==> config.mk <==
export PLATFORM = sky130hd
export DESIGN_NAME = ubf_top
export DESIGN_NICKNAME = d
export VERILOG_FILES = /design/src/core/ubf_pkg.sv /design/src/core/ubf_top.sv
export SDC_FILE = /design/constraint.sdc
export NUM_CORES = 1
export LEC_CHECK = 0
export BUFFER_PORTS_ARGS = -buffer_cell sky130_fd_sc_hd__buf_2
export CORE_MARGIN = 3
export CORE_UTILIZATION = 25
export CTS_BUF_LIST = sky130_fd_sc_hd__clkbuf_16
export DETAILED_ROUTE_END_ITERATION = 10
export PLACE_DENSITY = 0.41
export SLEW_MARGIN = 20
export SYNTH_ARGS = -nofsm -noshare
export SYNTH_HDL_FRONTEND = slang
export SYNTH_SLANG_ARGS = --single-unit
==> constraint.sdc <==
create_clock -name aclk -period 2.45 [get_ports aclk]
set_input_delay 0.49 -clock aclk [delete_from_list [all_inputs] [get_ports aclk]]
set_output_delay 0.49 -clock aclk [all_outputs]
set_load 0.02 [all_outputs]
==> src/core/ubf_pkg.sv <==
// constants, types and register map of the baud and frame configuration block
package ubf_pkg;

   // register byte offsets on the axi4-lite port
   localparam int unsigned ADDR_W = 4;
   localparam logic [ADDR_W-1:0] OFS_MODE   = 4'h0;
   localparam logic [ADDR_W-1:0] OFS_DIV    = 4'h4;
   localparam logic [ADDR_W-1:0] OFS_RXDATA = 4'h8;
   localparam logic [ADDR_W-1:0] OFS_STAT   = 4'hc;

   // serial_mode_control field positions
   localparam int unsigned MODE_STOP  = 0;
   localparam int unsigned MODE_PD_LO = 1;
   localparam int unsigned MODE_PD_HI = 2;
   localparam int unsigned MODE_HSEL  = 3;
   localparam int unsigned MODE_RX_POLARITY_INVERT = 4;
   localparam int unsigned MODE_W     = 5;

   localparam logic [MODE_W-1:0] MODE_RST = 5'h00;
   localparam logic [15:0]       DIV_RST  = 16'h0000;

   // parity_data_select codes
   localparam logic [1:0] PD_NINE = 2'h3;
   localparam logic [1:0] PD_ODD  = 2'h2;
   localparam logic [1:0] PD_EVEN = 2'h1;
   localparam logic [1:0] PD_NONE = 2'h0;

   // baud-timer ticks per bit
   localparam int unsigned PRESCALE_STD = 16;
   localparam int unsigned PRESCALE_HS  = 4;
   localparam logic [3:0]  LAST_STD = 4'(PRESCALE_STD - 1);
   localparam logic [3:0]  LAST_HS  = 4'(PRESCALE_HS - 1);
   localparam logic [3:0]  HALF_STD = 4'(PRESCALE_STD / 2 - 1);
   localparam logic [3:0]  HALF_HS  = 4'(PRESCALE_HS / 2 - 1);

   localparam logic [3:0] LAST_BIT_8 = 4'h7;
   localparam logic [3:0] LAST_BIT_9 = 4'h8;

   // receive data and status fields
   localparam int unsigned RXD_PERR  = 9;
   localparam int unsigned RXD_FERR  = 10;
   localparam int unsigned RXD_VALID = 31;
   localparam int unsigned ST_NEMPTY = 0;
   localparam int unsigned ST_FULL   = 1;
   localparam int unsigned ST_OVR    = 2;
   localparam int unsigned ST_PERR   = 3;
   localparam int unsigned ST_FERR   = 4;
   localparam int unsigned ST_IDLE   = 5;

   localparam logic [1:0] RESP_OKAY   = 2'h0;
   localparam logic [1:0] RESP_SLVERR = 2'h2;

   typedef struct packed {
      logic       ferr;
      logic       perr;
      logic [8:0] data;
   } ubf_word_s;

   typedef enum logic [5:0] {
      RX_IDLE   = 6'h01,
      RX_START  = 6'h02,
      RX_DATA   = 6'h04,
      RX_PARITY = 6'h08,
      RX_STOP   = 6'h10,
      RX_HOLD   = 6'h20
   } ubf_rx_state_e;

endpackage

==> src/core/ubf_top.sv <==
// baud timer, character-format receiver and axi4-lite registers
//
// The register offsets and the AXI4-Lite slave port are this design's own decisions.
`timescale 1ns/100ps
module ubf_top #(
   parameter int unsigned DEPTH = 2
) (
   input  wire logic                       aclk,
   input  wire logic                       aresetn,
   input  wire logic [ubf_pkg::ADDR_W-1:0] s_awaddr,
   input  wire logic                       s_awvalid,
   output logic                            s_awready,
   input  wire logic [31:0]                s_wdata,
   input  wire logic [3:0]                 s_wstrb,
   input  wire logic                       s_wvalid,
   output logic                            s_wready,
   output logic [1:0]                      s_bresp,
   output logic                            s_bvalid,
   input  wire logic                       s_bready,
   input  wire logic [ubf_pkg::ADDR_W-1:0] s_araddr,
   input  wire logic                       s_arvalid,
   output logic                            s_arready,
   output logic [31:0]                     s_rdata,
   output logic [1:0]                      s_rresp,
   output logic                            s_rvalid,
   input  wire logic                       s_rready,
   input  wire logic                       serial_receive_input,
   output logic                            baud_tick,
   output logic                            bit_tick
);

   localparam int unsigned PW = (DEPTH > 1) ? $clog2(DEPTH) : 1;

   logic [ubf_pkg::MODE_W-1:0] serial_mode_control;
   logic [15:0]                baud_divisor;
   logic [15:0]                baud_timer;
   logic [3:0]                 pre_cnt;
   logic                       high_speed_baud_select;
   logic                       rx_polarity_invert;
   logic [1:0]                 parity_data_select;
   logic                       stop_bit_select;
   logic [3:0]                 bit_last;
   logic [3:0]                 half_last;

   // write channel, read take and buffer pop
   logic [ubf_pkg::ADDR_W-1:0] aw_addr;
   logic                       aw_full;
   logic [31:0]                w_data;
   logic [3:0]                 w_strb;
   logic                       w_full;
   logic                       do_write;
   logic                       div_wr;
   logic                       stat_wr;
   logic                       ar_take;
   logic                       pop;

   // receiver
   logic [2:0]                 rx_sync;
   logic                       rx_level;
   logic                       line;
   ubf_pkg::ubf_rx_state_e     rx_state;
   logic [3:0]                 sc;
   logic [3:0]                 bit_cnt;
   logic                       stop_cnt;
   logic [8:0]                 sh;
   logic                       par_bit;
   logic                       ferr;
   logic                       sample;
   logic                       half_hit;
   logic                       perr;
   ubf_pkg::ubf_word_s         push_word;
   logic                       push_valid;
   logic                       push_ready;

   // buffer and sticky status
   ubf_pkg::ubf_word_s         mem [DEPTH];
   logic [PW-1:0]              wr_ptr;
   logic [PW-1:0]              rd_ptr;
   logic [PW:0]                count;
   logic                       out_valid;
   logic                       ovr_flag;
   logic                       perr_flag;
   logic                       ferr_flag;

   assign stop_bit_select        = serial_mode_control[ubf_pkg::MODE_STOP];
   assign parity_data_select     = serial_mode_control[ubf_pkg::MODE_PD_HI:ubf_pkg::MODE_PD_LO];
   assign high_speed_baud_select = serial_mode_control[ubf_pkg::MODE_HSEL];
   assign rx_polarity_invert     = serial_mode_control[ubf_pkg::MODE_RX_POLARITY_INVERT];

   assign bit_last  = high_speed_baud_select ? ubf_pkg::LAST_HS : ubf_pkg::LAST_STD;
   assign half_last = high_speed_baud_select ? ubf_pkg::HALF_HS : ubf_pkg::HALF_STD;

   assign do_write = aw_full & w_full & ~s_bvalid;
   assign div_wr   = do_write & (aw_addr == ubf_pkg::OFS_DIV) & (|w_strb[1:0]);
   assign stat_wr  = do_write & (aw_addr == ubf_pkg::OFS_STAT) & w_strb[0];
   assign ar_take  = s_arvalid & s_arready;
   assign pop      = ar_take & (s_araddr == ubf_pkg::OFS_RXDATA) & out_valid;

   // aclk is the instruction clock; the oscillator halving sits upstream
   always_ff @(posedge aclk) begin
      if (!aresetn) begin
         baud_timer <= '0;
         baud_tick  <= 1'b0;
      end else if (div_wr) begin
         baud_timer <= '0;
         baud_tick  <= 1'b0;
      end else if (baud_timer == baud_divisor) begin
         baud_timer <= '0;
         baud_tick  <= 1'b1;
      end else begin
         baud_timer <= baud_timer + 16'h0001;
         baud_tick  <= 1'b0;
      end
   end

   // free bit-rate pulse, for the transmit side of the port
   always_ff @(posedge aclk) begin
      if (!aresetn || div_wr) begin
         pre_cnt  <= '0;
         bit_tick <= 1'b0;
      end else if (baud_tick && pre_cnt >= bit_last) begin
         pre_cnt  <= '0;
         bit_tick <= 1'b1;
      end else begin
         pre_cnt  <= baud_tick ? pre_cnt + 4'h1 : pre_cnt;
         bit_tick <= 1'b0;
      end
   end

   // write address and data are taken in either order
   always_ff @(posedge aclk) begin
      if (!aresetn) begin
         aw_full   <= 1'b0;
         aw_addr   <= '0;
         s_awready <= 1'b0;
      end else begin
         if (s_awvalid && s_awready) begin
            aw_full <= 1'b1;
            aw_addr <= s_awaddr;
         end else if (do_write) begin
            aw_full <= 1'b0;
         end
         s_awready <= ~((s_awvalid & s_awready) | (aw_full & ~do_write));
      end
   end

   always_ff @(posedge aclk) begin
      if (!aresetn) begin
         w_full   <= 1'b0;
         w_data   <= '0;
         w_strb   <= '0;
         s_wready <= 1'b0;
      end else begin
         if (s_wvalid && s_wready) begin
            w_full <= 1'b1;
            w_data <= s_wdata;
            w_strb <= s_wstrb;
         end else if (do_write) begin
            w_full <= 1'b0;
         end
         s_wready <= ~((s_wvalid & s_wready) | (w_full & ~do_write));
      end
   end

   always_ff @(posedge aclk) begin
      if (!aresetn) begin
         s_bvalid <= 1'b0;
         s_bresp  <= ubf_pkg::RESP_OKAY;
      end else if (do_write) begin
         s_bvalid <= 1'b1;
         s_bresp  <= (aw_addr[1:0] == 2'h0) ? ubf_pkg::RESP_OKAY : ubf_pkg::RESP_SLVERR;
      end else if (s_bready) begin
         s_bvalid <= 1'b0;
      end
   end

   // mode change mid-frame takes effect on the next sample; software should idle first
   always_ff @(posedge aclk) begin
      if (!aresetn) begin
         serial_mode_control <= ubf_pkg::MODE_RST;
         baud_divisor        <= ubf_pkg::DIV_RST;
      end else if (do_write) begin
         if (aw_addr == ubf_pkg::OFS_MODE && w_strb[0]) begin
            serial_mode_control <= w_data[ubf_pkg::MODE_W-1:0];
         end
         if (aw_addr == ubf_pkg::OFS_DIV) begin
            if (w_strb[0]) begin
               baud_divisor[7:0] <= w_data[7:0];
            end
            if (w_strb[1]) begin
               baud_divisor[15:8] <= w_data[15:8];
            end
         end
      end
   end

   always_ff @(posedge aclk) begin
      if (!aresetn) begin
         s_arready <= 1'b0;
         s_rvalid  <= 1'b0;
         s_rdata   <= '0;
         s_rresp   <= ubf_pkg::RESP_OKAY;
      end else begin
         s_arready <= ~(ar_take | (s_rvalid & ~s_rready));
         if (ar_take) begin
            s_rvalid <= 1'b1;
            s_rdata  <= '0;
            s_rresp  <= ubf_pkg::RESP_OKAY;
            unique case (s_araddr)
               ubf_pkg::OFS_MODE: s_rdata[ubf_pkg::MODE_W-1:0] <= serial_mode_control;
               ubf_pkg::OFS_DIV:  s_rdata[15:0] <= baud_divisor;
               ubf_pkg::OFS_RXDATA: begin
                  s_rdata[8:0]               <= mem[rd_ptr].data;
                  s_rdata[ubf_pkg::RXD_PERR] <= mem[rd_ptr].perr;
                  s_rdata[ubf_pkg::RXD_FERR] <= mem[rd_ptr].ferr;
                  s_rdata[ubf_pkg::RXD_VALID] <= out_valid;
               end
               ubf_pkg::OFS_STAT: begin
                  s_rdata[ubf_pkg::ST_NEMPTY] <= out_valid;
                  s_rdata[ubf_pkg::ST_FULL]   <= ~push_ready;
                  s_rdata[ubf_pkg::ST_OVR]    <= ovr_flag;
                  s_rdata[ubf_pkg::ST_PERR]   <= perr_flag;
                  s_rdata[ubf_pkg::ST_FERR]   <= ferr_flag;
                  s_rdata[ubf_pkg::ST_IDLE]   <= (rx_state == ubf_pkg::RX_IDLE);
               end
               default: s_rresp <= ubf_pkg::RESP_SLVERR;
            endcase
         end else if (s_rready) begin
            s_rvalid <= 1'b0;
         end
      end
   end

   // three stages; a change counts once stages two and three agree
   always_ff @(posedge aclk) begin
      if (!aresetn) begin
         rx_sync  <= 3'h7;
         rx_level <= 1'b1;
      end else begin
         rx_sync <= {rx_sync[1:0], serial_receive_input};
         if (rx_sync[1] == rx_sync[2]) begin
            rx_level <= rx_sync[2];
         end
      end
   end

   // reset holds idle as 1 until the mode register says otherwise
   assign line     = rx_level ^ rx_polarity_invert;
   assign sample   = baud_tick & (sc == bit_last);
   assign half_hit = baud_tick & (sc == half_last);
   assign perr     = (parity_data_select == ubf_pkg::PD_ODD || parity_data_select == ubf_pkg::PD_EVEN)
                   & ((^sh[7:0]) ^ par_bit ^ (parity_data_select == ubf_pkg::PD_ODD));

   always_ff @(posedge aclk) begin
      if (!aresetn) begin
         rx_state <= ubf_pkg::RX_IDLE;
         sc       <= '0;
         bit_cnt  <= '0;
         stop_cnt <= 1'b0;
         sh       <= '0;
         par_bit  <= 1'b0;
         ferr     <= 1'b0;
      end else begin
         unique case (rx_state)
            ubf_pkg::RX_IDLE: begin
               sc <= '0;
               if (!line) begin
                  rx_state <= ubf_pkg::RX_START;
               end
            end
            ubf_pkg::RX_START: begin
               if (half_hit) begin
                  sc       <= '0;
                  bit_cnt  <= '0;
                  stop_cnt <= 1'b0;
                  ferr     <= 1'b0;
                  sh       <= '0;
                  rx_state <= line ? ubf_pkg::RX_IDLE : ubf_pkg::RX_DATA;
               end else if (baud_tick) begin
                  sc <= sc + 4'h1;
               end
            end
            ubf_pkg::RX_DATA: begin
               if (sample) begin
                  sc          <= '0;
                  sh[bit_cnt] <= line;
                  if (bit_cnt == ((parity_data_select == ubf_pkg::PD_NINE) ? ubf_pkg::LAST_BIT_9
                                                                           : ubf_pkg::LAST_BIT_8)) begin
                     rx_state <= (parity_data_select == ubf_pkg::PD_NONE ||
                                  parity_data_select == ubf_pkg::PD_NINE) ? ubf_pkg::RX_STOP
                                                                          : ubf_pkg::RX_PARITY;
                  end else begin
                     bit_cnt <= bit_cnt + 4'h1;
                  end
               end else if (baud_tick) begin
                  sc <= sc + 4'h1;
               end
            end
            ubf_pkg::RX_PARITY: begin
               if (sample) begin
                  sc       <= '0;
                  par_bit  <= line;
                  rx_state <= ubf_pkg::RX_STOP;
               end else if (baud_tick) begin
                  sc <= sc + 4'h1;
               end
            end
            ubf_pkg::RX_STOP: begin
               if (sample) begin
                  sc <= '0;
                  if (!line) begin
                     ferr <= 1'b1;
                  end
                  if (stop_bit_select && !stop_cnt) begin
                     stop_cnt <= 1'b1;
                  end else begin
                     rx_state <= ubf_pkg::RX_HOLD;
                  end
               end else if (baud_tick) begin
                  sc <= sc + 4'h1;
               end
            end
            ubf_pkg::RX_HOLD: begin
               // a full buffer stalls here; the line is not watched meanwhile
               if (push_ready) begin
                  rx_state <= ubf_pkg::RX_IDLE;
               end
            end
         endcase
      end
   end

   assign push_valid     = (rx_state == ubf_pkg::RX_HOLD);
   assign push_ready     = (count != (PW + 1)'(DEPTH));
   assign out_valid      = (count != '0);
   assign push_word.data = sh;
   assign push_word.perr = perr;
   assign push_word.ferr = ferr;

   always_ff @(posedge aclk) begin
      if (!aresetn) begin
         wr_ptr <= '0;
         rd_ptr <= '0;
         count  <= '0;
      end else begin
         if (push_valid && push_ready) begin
            mem[wr_ptr] <= push_word;
            wr_ptr      <= (wr_ptr == PW'(DEPTH - 1)) ? '0 : wr_ptr + PW'(1);
         end
         if (pop) begin
            rd_ptr <= (rd_ptr == PW'(DEPTH - 1)) ? '0 : rd_ptr + PW'(1);
         end
         count <= count + (PW + 1)'(push_valid & push_ready) - (PW + 1)'(pop);
      end
   end

   // write one to clear; a new event in the same cycle wins
   always_ff @(posedge aclk) begin
      if (!aresetn) begin
         ovr_flag  <= 1'b0;
         perr_flag <= 1'b0;
         ferr_flag <= 1'b0;
      end else begin
         ovr_flag  <= (ovr_flag & ~(stat_wr & w_data[ubf_pkg::ST_OVR]))
                    | (sample & (rx_state == ubf_pkg::RX_STOP) & ~(stop_bit_select & ~stop_cnt) & ~push_ready);
         perr_flag <= (perr_flag & ~(stat_wr & w_data[ubf_pkg::ST_PERR]))
                    | (push_valid & push_ready & perr);
         ferr_flag <= (ferr_flag & ~(stat_wr & w_data[ubf_pkg::ST_FERR]))
                    | (push_valid & push_ready & ferr);
      end
   end

endmodule

After elaboration in Yosys (flattened, before gate mapping)
Memory sizes are Yosys's and may differ from the RTL's. A register that Yosys moved wholly into a read port is not among the register bits.
Index checks and enable logic that the tools add are counted.
{"block": "totals", "inputBits": 52, "mem_count": 1, "ff_bits": 130, "elab_cells": 229, "ramBits": 22, "out_inout_bits": 43}
{"block": "classes", "addsub": 8, "order_cmp": 3, "mux": 58, "n_reduce_logical": 40, "eq_ne": 31, "bitwise_logic": 53}
{"name": "mem", "depth": 2, "word_bits": 11, "read_ports": 1, "rd_clocked_by_memory_dff": 1, "write_ports": 1, "line_no": "ubf_top.sv:76", "text": "ubf_pkg::ubf_word_s mem [DEPTH];"}
{"cell": "$mux 6", "n": 8}
{"cell": "$pmux 6 s6", "n": 1}
{"cell": "$mux 4", "n": 8}
{"cell": "$and 1x1->1", "n": 31}
{"cell": "$mux 1", "n": 23}
{"cell": "$ne 2x2->1 const B", "n": 11}
{"cell": "$pmux 5 s4", "n": 1}
{"cell": "$mux 9", "n": 2}
{"cell": "$pmux 9 s2", "n": 1}
{"cell": "$add 16x1->16 const B", "n": 1}
{"cell": "$eq 16x16->1", "n": 1}
{"cell": "$reduce_bool 2->1", "n": 7}
{"cell": "$not 1->1", "n": 13}
{"cell": "$add 4x1->4 const B", "n": 3}
{"cell": "$eq 4x4->1 const B", "n": 3}
{"cell": "$pmux 4 s3", "n": 1}
{"cell": "$reduce_and 4->1", "n": 3}
{"cell": "$mux 5", "n": 2}
{"cell": "$pmux 5 s2", "n": 1}
{"cell": "$bwmux 9", "n": 1}
{"cell": "$reduce_and 3->1", "n": 3}
{"cell": "$eq 4x3->1 const B", "n": 2}
{"cell": "$eq 4x4->1", "n": 2}
{"cell": "$logic_not 4->1", "n": 2}
{"cell": "other kinds (36)", "n": 62}

Logic depth before layout (Yosys ltp)
Gate-level depths: netlist of run 1.
{"block": "logic_depth", "word_depth": 8, "mapped_depth": 9, "ltp_nobuf": 8}

Worst setup path after synthesis of run 1
OpenSTA, ideal clock, no wires.
{"block": "synth_timing", "path_kind": "reg2reg", "start": "register rx_state[2]", "end": "memory mem[0][0] in the netlist's numbering (enable)", "stages_incl_launch_ff": 7, "synth_period_minus_slack_ns": 2.248, "path_buffers": 2, "t_arrival_ns": 1.870, "setup_slack_ns": 0.202, "t_required_ns": 2.072, "setup_ns": 0.378, "path_cell_list": "dfxtp_1 -> buf_4 -> nor4_1 -> nor4bb_1 -> buf_2 -> nand2_1 -> nor2_1"}
{"block": "synth_between", "elab_chain_cells": 5}
{"item": "start, declared", "line_no": "ubf_top.sv:61", "text": "ubf_pkg::ubf_rx_state_e rx_state;"}
{"item": "start signal, assigned", "line_no": "ubf_top.sv:256", "text": "rx_state <= ubf_pkg::RX_IDLE;"}
{"item": "start signal, assigned", "line_no": "ubf_top.sv:268", "text": "rx_state <= ubf_pkg::RX_START;"}
{"item": "start signal, assigned", "line_no": "ubf_top.sv:278", "text": "rx_state <= line ? ubf_pkg::RX_IDLE : ubf_pkg::RX_DATA;"}
{"item": "$eq 6x6->1", "line_no": "ubf_top.sv:333", "text": "assign push_valid = (rx_state == ubf_pkg::RX_HOLD);"}
{"item": "$logic_and 1x1->1", "line_no": "ubf_top.sv:346", "text": "if (push_valid && push_ready) begin"}
{"item": "$mux 1", "line_no": "ubf_top.sv:346"}
{"item": "$mux 1", "line_no": "ubf_top.sv:341", "text": "if (!aresetn) begin"}
{"item": "$mux 1 (not written as such)", "line_no": "ubf_top.sv:347", "text": "mem[wr_ptr] <= push_word;"}
{"item": "end, declared", "line_no": "ubf_top.sv:76"}
Every way passes these cells.

Worst setup path after layout of run 1
{"block": "layout_timing", "start": "register sc[1]", "end": "register rx_state[1]"}
{"block": "layout_between", "elab_chain_cells": 4, "word_cells_on_any_way": 9, "cone_classes": "6 x eq/ne; 2 x bitwise; 1 x reduce/logical"}
{"item": "start, declared", "line_no": "ubf_top.sv:62", "text": "logic [3:0] sc;"}
{"item": "start signal, assigned", "line_no": "ubf_top.sv:280", "text": "sc <= sc + 4'h1;"}
{"item": "start signal, assigned", "line_no": "ubf_top.sv:296", "text": "sc <= sc + 4'h1;"}
{"item": "start signal, assigned", "line_no": "ubf_top.sv:305", "text": "sc <= sc + 4'h1;"}
{"item": "$eq 4x3->1 / $eq 4x4->1 (equally long branches)", "line_no": "ubf_top.sv:250, ubf_top.sv:249"}
{"item": "$and 1x1->1 (on tied branches)", "line_no": "ubf_top.sv:250, ubf_top.sv:249"}
{"item": "$ne 2x2->1 (no line)"}
{"item": "$reduce_and 8->1 (no line) (*)"}
Every way passes the cells marked *; elsewhere a longest branch is shown, timed or not.
A chain may end at the register's enable or synchronous reset.

==> results.json, run 1 <==
{
  "outcome": "finished clean",
  "start_util": 0.2564,
  "irDropWorstVdd_uv": 373.3,
  "synth_flop_cell": "dfxtp_1",
  "required_ps": 2800,
  "totalWireLength_um": 16930,
  "dp_hpwl_um": 12230,
  "synth_top_cell_area_share": 0.3833,
  "async_flop_share": 0,
  "worstSetupStartpointType": "register",
  "slew_headroom": 0.5368,
  "syn_area_per_cell_um2": 9.490,
  "path_clk_slew_ps": 60,
  "fillCellCount": 2801,
  "multi_input_area_mm2": 0.003241,
  "synthCells": 710,
  "post-route-drc-count": 0,
  "synth_top_area_cell": "dfxtp_1",
  "clock-sinks": 151,
  "first_global_vias": 4876,
  "post_cts_buffers": 0,
  "pin_count": 95,
  "via_per_inst": 4.464,
  "synth_cell_types": 68,
  "clkLatencyLatePin_ps": 420,
  "grt_pass1_wl_um": 27410,
  "place_congestion": 0.7869,
  "whs_path_depth": 2,
  "antenna_found_initial": 0,
  "post-route-period-util": 0.9025,
  "diodes": 0,
  "die_width_um": 170.2,
  "yosysWarnings": 0,
  "syn_area_mm2": 0.006738,
  "p_leak_nw": 3.057,
  "power_switching_w": 0.001331,
  "numCtsBuffers": 17,
  "min_path_type": "input port to register",
  "cts_tree": "built",
  "ys_seq_elements": 151,
  "drt_pass1_iterations": 4,
  "dr_total_vias": 5018,
  "max_freq_ghz": 0.4523,
  "die_height_um": 170.2,
  "grt-ovfl-total": 0,
  "seqCellArea_mm2": 0.003243,
  "seq_area_frac_synth": 0.4813,
  "drive_gt1_frac": 0.1749,
  "synth.most_common_cell": "dfxtp_1",
  "place_area_mm2": 0.007443,
  "cts_resized": 0,
  "skew_ps": 8.951,
  "fin_area_mm2": 0.008018,
  "drt_first_iter_violations": 278,
  "reg2reg_depth": 6,
  "postCtsHoldBufs": 0,
  "grt_usage": 0.1202,
  "rows": 59,
  "tightest_slew_ps": 693.1,
  "p_int_w": 0.004240,
  "drv_slew": 0,
  "wl_per_cell_um": 15.06,
  "fin_crit_ps": 2211,
  "cp.arrival_ps": 2560,
  "worstSetupEndpointType": "register",
  "fin_setup_tns_ps": 0,
  "sequentialPowerShare": 0.466,
  "synth_edf_count": 22,
  "root_buffer": "clkbuf_16",
  "netlist_top_cells_count": "dfxtp_1 (129), nand2_1 (83), nor2_1 (76)",
  "powerDensity_mw_per_mm2": 694.9,
  "grt_start_max_net_pins": 49,
  "io_buffers": 59,
  "cts-htree-levels": 4,
  "timing.max_cap.violations": 0,
  "swShare": 0.2389,
  "synthToLayoutAreaGrowth_pct": 19.00,
  "setup_viol": 0,
  "synth_area_leaders": "dfxtp_1 (38%), edfxtp_1 (9.8%), mux2i_1 (4.8%), nand2_1 (4.6%), nor2_1 (4.2%)",
  "nets": 842,
  "cp_max_fo": 6,
  "hold_viol_final": 0,
  "critPathKind": "register to register",
  "die_area_mm2": 0.02896,
  "cts_max_path_buffers": 2,
  "clock_power_share": 0.467,
  "ant_nets": 0,
  "power_frac_comb": 0.067,
  "rsz0062_at_grt": "no",
  "fp.coreArea_mm2": 0.02628
}
==> placed cells by master, fill, tap and decap left out, types with 4 or more instances in the layout <==
cell       synthesis  final
dfxtp_1          129    129
nand2_1           83     83
nor2_1            76     76
buf_2              2     59
a21oi_1           48     48
mux2i_1           32     32
xor2_1            30     30
nand3_1           30     30
buf_4             19     26
edfxtp_1          22     22
xnor2_1           21     21
clkbuf_16          0     18
o21ai_0           17     17
conb_1             1     17
ha_1              12     12
nand2b_1          11     11
a31oi_1           11     11
nand4_1           10     10
inv_1              8      8
nor4_1             8      8
and2_1             8      8
a311oi_1           8      8
or2_2              7      7
a22oi_1            7      7
nand3b_1           6      6
and3_1             6      6
nor3b_1            6      6
nor2b_1            4      4
a221o_1            4      4
inv_6              0      4
==> final timing paths <==
check | startpoint | slack, ps | to
setup / recovery | sc[1] | 240 | rx_state[1]
hold / removal | serial_receive_input | 270 | rx_sync[0]
setup reg to reg | sc[1] | 240 | rx_state[1]
hold reg to reg | rx_sync[0] | 420 | rx_sync[1]
==> per-stage QoR <==
step                      std cells  setup slack [ps]  power, W  hold slack [ps]    util
after floorplan                 726             202.0  0.002908            386.3       -
after global placement         1094             189.6  0.003026            396.9  0.2832
after detailed placement       1094             171.7  0.003025            402.3  0.2832
after CTS                      1124             223.0  0.005651            254.2  0.3051
after global routing           1124             43.72  0.005819            244.9  0.3051
final                          1124             238.9  0.005571            269.1  0.3051
==> critical path, cell delays in order, from the launching register on <==
cell	delay, ps
dfxtp_1	440
ha_1	180
and2_1	230
o21ai_1	180
a32o_1	320
nor4_4	520
o221a_1	280
==> kinds of logic (layout without fill, tap and decap cells) <==
kind of cell	count (synthesis)	after routing	share of synthesized area
buffers and inverters	61	124	0.04754
other	1	17	0.0005566
AOI/OAI and AO/OA	119	119	0.1163
and+or+nand+nor	281	281	0.2132
muxes	34	34	0.05255
adders and majority gates	12	12	0.02228
xor gates and xnor gates	51	51	0.06630
DFF	151	151	0.4813
==> layout make-up <==
type | count | area share
Clock buffer | 18 | 0.05618
Clock inverter | 12 | 0.01545
Inverter | 8 | 0.003745
Multi-Input combinational cell | 514 | 0.4042
Sequential cell | 151 | 0.4045
Tap cell | 335 | 0.05228
Timing Repair Buffer | 86 | 0.06367
==> power by group through the flow <==
stage          registers [W]  clock network, W  logic, W
2_1_floorplan        0.00265                 0  0.000256
3_3_place_gp         0.00265                 0  0.000375
3_5_place_dp         0.00265                 0  0.000375
4_1_cts              0.00259           0.00268  0.000376
5_1_grt              0.00260           0.00280  0.000419
6_report             0.00259           0.00260  0.000374
==> routing by layer <==
layer  share of wire  vias up  track usage
li1                -     2602            -
met1            0.52     2338       0.1738
met2            0.44       71       0.1802
met3           0.034        7      0.02857
met4          0.0077        0      0.03069
met5               0        -            0
==> state kept, by name (all words and copies together) (netlist names), 2 cells and up, named ones only <==
| name | count |
|---|---|
| pre_cnt | 4 |
| s_rdata | 17 |
| sh | 9 |
| baud_divisor | 16 |
| w_data | 16 |
| rx_state | 6 |
| rx_sync | 3 |
| sc | 4 |
| serial_mode_control | 5 |
| bit_cnt | 4 |
| w_strb | 2 |
| mem | 22 |
| aw_addr | 4 |
| count | 2 |
| baud_timer | 16 |
(Power assumes the default switching activity.)
==> run 2: changes to the inputs <==
--- a/config.mk
+++ b/config.mk
@@ -5,6 +5,7 @@
 export SDC_FILE = /design/constraint.sdc
 export NUM_CORES = 1
 export LEC_CHECK = 0
+export ABC_AREA = 1
 export BUFFER_PORTS_ARGS = -buffer_cell sky130_fd_sc_hd__buf_2
 export CORE_MARGIN = 3
 export CORE_UTILIZATION = 25
==> run 2 against run 1 <==
First-iteration DRC count grew 10%. Synthesized cell count grew 32%. Register-to-register slack gained 220 ps. Via count grew 15%. Die area grew 3.9%. Critical endpoint is now count[1]. Critical path depth grew 6. Combinational power grew to 3.3 times the previous value. Clock power is essentially flat. Largest power group is now registers.
==> results.json, run 2 <==
{
  "outcome": "finished clean",
  "tightest_slew_ps": 818.5,
  "rows": 60,
  "synthCells": 935,
  "root_buffer": "clkbuf_16",
  "grt_start_max_net_pins": 37,
  "io_buffers": 59,
  "async_flop_share": 0,
  "totalWireLength_um": 18820,
  "synthToLayoutAreaGrowth_pct": 18.29,
  "reg2reg_to": "count[1]",
  "setup_viol": 0,
  "p_int_w": 0.004463,
  "placed_cells": 1358,
  "drt_first_iter_violations": 307,
  "cts_max_path_buffers": 2,
  "regMostFlops": "mem",
  "synth_area_leaders": "dfxtp_1 (37%), nand2_1 (10%), edfxtp_1 (9.4%), nor2_1 (8.8%), o21ai_0 (5.5%)",
  "synth_top_family_by_area": "simple AND/OR/NAND/NOR gates",
  "start_util": 0.2573,
  "dr_total_vias": 5790,
  "critPathKind": "register to register",
  "synthAdderAreaFrac": 0.02141,
  "cp.arrival_ps": 2290,
  "worstPathCellList": "nor2_2 > nand2_1 > inv_1 > nand2_1 > nor2_1 > inv_1 > nand2_1 > nand2_1 > ha_1 > xor2_1 > xor2_1 > nor2_1",
  "fin_cells": 1390,
  "fin_crit_ps": 1995,
  "die_height_um": 173.5,
  "synth_compound_area_frac": 0.1008,
  "grt_pass1_wl_um": 29970,
  "die_area_mm2": 0.03009,
  "diodes": 0,
  "cp-startpoint": "rx_state[1]",
  "synth_edf_count": 22,
  "clkLatencyLatePin_ps": 430,
  "worstSetupStartpointType": "register",
  "synth_flop_cell": "dfxtp_1",
  "post_cts_buffers": 0,
  "power_switching_w": 0.002102,
  "syn_area_mm2": 0.007012,
  "post-route-period-util": 0.8141,
  "irDropWorstVdd_uv": 397.4,
  "powerDensity_mw_per_mm2": 791.4,
  "drt_pass1_iterations": 5,
  "drv_slew": 0,
  "first_global_vias": 5449,
  "p_leak_nw": 3.604,
  "cts_tree": "built",
  "fin_setup_tns_ps": 0,
  "worstSetupEndpointType": "register",
  "die_width_um": 173.5,
  "timing.max_cap.violations": 0,
  "synthSimpleGateAreaFrac": 0.2686,
  "ant_nets": 0,
  "seq_area_frac_synth": 0.4625,
  "post-route-drc-count": 0,
  "min_path_type": "input port to register",
  "path_common_cell": "nand2_1",
  "setup.worst_path.end": "count[1]",
  "clock-sinks": 151,
  "place_congestion": 0.8047,
  "fp.coreArea_mm2": 0.02725,
  "grt-ovfl-total": 0,
  "drive_gt1_frac": 0.1336,
  "fin_area_mm2": 0.008294,
  "layout_commonest_cell": "nand2_1",
  "rsz0062_at_grt": "no",
  "max_freq_ghz": 0.5014,
  "place_area_mm2": 0.007727,
  "yosysWarnings": 0,
  "sequentialPowerShare": 0.422,
  "postCtsHoldBufs": 0,
  "required_ps": 2750,
  "cts_resized": 0,
  "cp_max_fo": 5,
  "ys_seq_elements": 151,
  "max_stage_delay_ps": 360,
  "via_per_inst": 4.165,
  "largest_register_ffs": 22,
  "syn_area_per_cell_um2": 7.499,
  "cts-htree-levels": 4,
  "grt_usage": 0.1260,
  "final_cell_mix": "nand2_1 (190), nor2_1 (164), dfxtp_1 (129), inv_1 (96), o21ai_0 (77)",
  "clock_power_share": 0.391,
  "synth_top_cell_area_share": 0.3683,
  "r2r_slack_ps": 460,
  "netlist_top_cells_count": "nand2_1 (190), nor2_1 (164), dfxtp_1 (129)",
  "swShare": 0.3202,
  "pin_count": 95,
  "reg_top3": "mem: 22 flops, s_rdata: 17 flops",
  "r2r-start": "rx_state[1]",
  "reg2reg_depth": 12,
  "synth.most_common_cell": "nand2_1",
  "skew_ps": 12.88,
  "path_clk_slew_ps": 70,
  "synth.area.mux_share": 0.007138,
  "wl_per_cell_um": 13.54,
  "nets": 1069,
  "hold_viol_final": 0,
  "power_frac_comb": 0.187,
  "dp_hpwl_um": 14290,
  "antenna_found_initial": 0,
  "slew_headroom": 0.4486,
  "synth_cell_types": 40,
  "synth_top_area_cell": "dfxtp_1",
  "slowest_stage": "dfxtp_1",
  "numCtsBuffers": 17,
  "synthXorXnorAreaFrac": 0.04996
}
run 2: cell count changes after synthesis, sizes merged, moves of 8 or more:
cell,delta
nand2,+116
nor2,+97
inv,+89
o21ai,+60
mux2i,-27
nand3,+18
xor2,-15
nand2b,-11
nor4,-11
a31oi,-10
and2,-9
nor3,+9
a311oi,-8
nor3b,-8
run 2: stage by stage:
step,util,setup slack [ps],total power [W],hold WS (ps)
finish,0.3044,455.4,0.006564,296.2
global route,0.3044,252.9,0.006950,293.8
CTS,0.3044,431.4,0.006663,269.9
detailed placement,0.2836,262.3,0.004067,412.8
global placement,0.2836,299.1,0.004075,409.2
floorplan,-,478.2,0.003772,392.5
run 2: power by group through the flow:
| stage | registers [W] | logic (W) | clock network (W) |
|---|---|---|---|
| after detailed placement | 0.00283 | 0.00124 | 0 |
| after global routing | 0.00279 | 0.00141 | 0.00275 |
| after global placement | 0.00283 | 0.00125 | 0 |
| after CTS | 0.00277 | 0.00125 | 0.00265 |
| final | 0.00277 | 0.00123 | 0.00257 |
| after floorplan | 0.00281 | 0.000959 | 0 |
run 2: worst min-delay path by stage:
stage                    startpoint          to  slack [ps]  depth (start not counted)
2_1_floorplan            rx_sync[0]  rx_sync[1]         390                          1
3_3_place_gp             rx_sync[0]  rx_sync[1]         410                          1
3_5_place_dp             rx_sync[0]  rx_sync[1]         410                          1
4_1_cts        serial_receive_input  rx_sync[0]         270                          2
5_1_grt        serial_receive_input  rx_sync[0]         290                          2
6_report       serial_receive_input  rx_sync[0]         300                          2
run 2: cell type report:
cell class	count	area, µm²
timing repair buffer	78	437.9
fill	2963	18960
multi-input combinational	658	3204
inverter	99	376.6
tap	372	465.4
clock buffer	17	425.4
sequential	151	3243
clock inverter	15	141.4
run 2: worst max-delay path, delay by kind of cell, from the launching register on:
kind          cells  cell delay [ps]
xor+xnor          2              330
buf+inv           2              190
flops             1              360
fa+ha+maj         1              190
simple gates      7              810
run 2: kinds of logic (layout without fill, tap and decap cells):
kind of cell    after synthesis  after routing
compound gates              136            136
other cells                   1             17
buf+inv                     142            209
mux                           5              5
flops                       151            151
xor+xnor                     40             40
fa+ha+maj                    12             12
simple gates                448            448
run 2: metal layers:
layer	GRT usage	wire length [µm]
met1	0.1720	9347
met2	0.2041	8819
met3	0.02409	503
met4	0.03345	150
met5	0	0
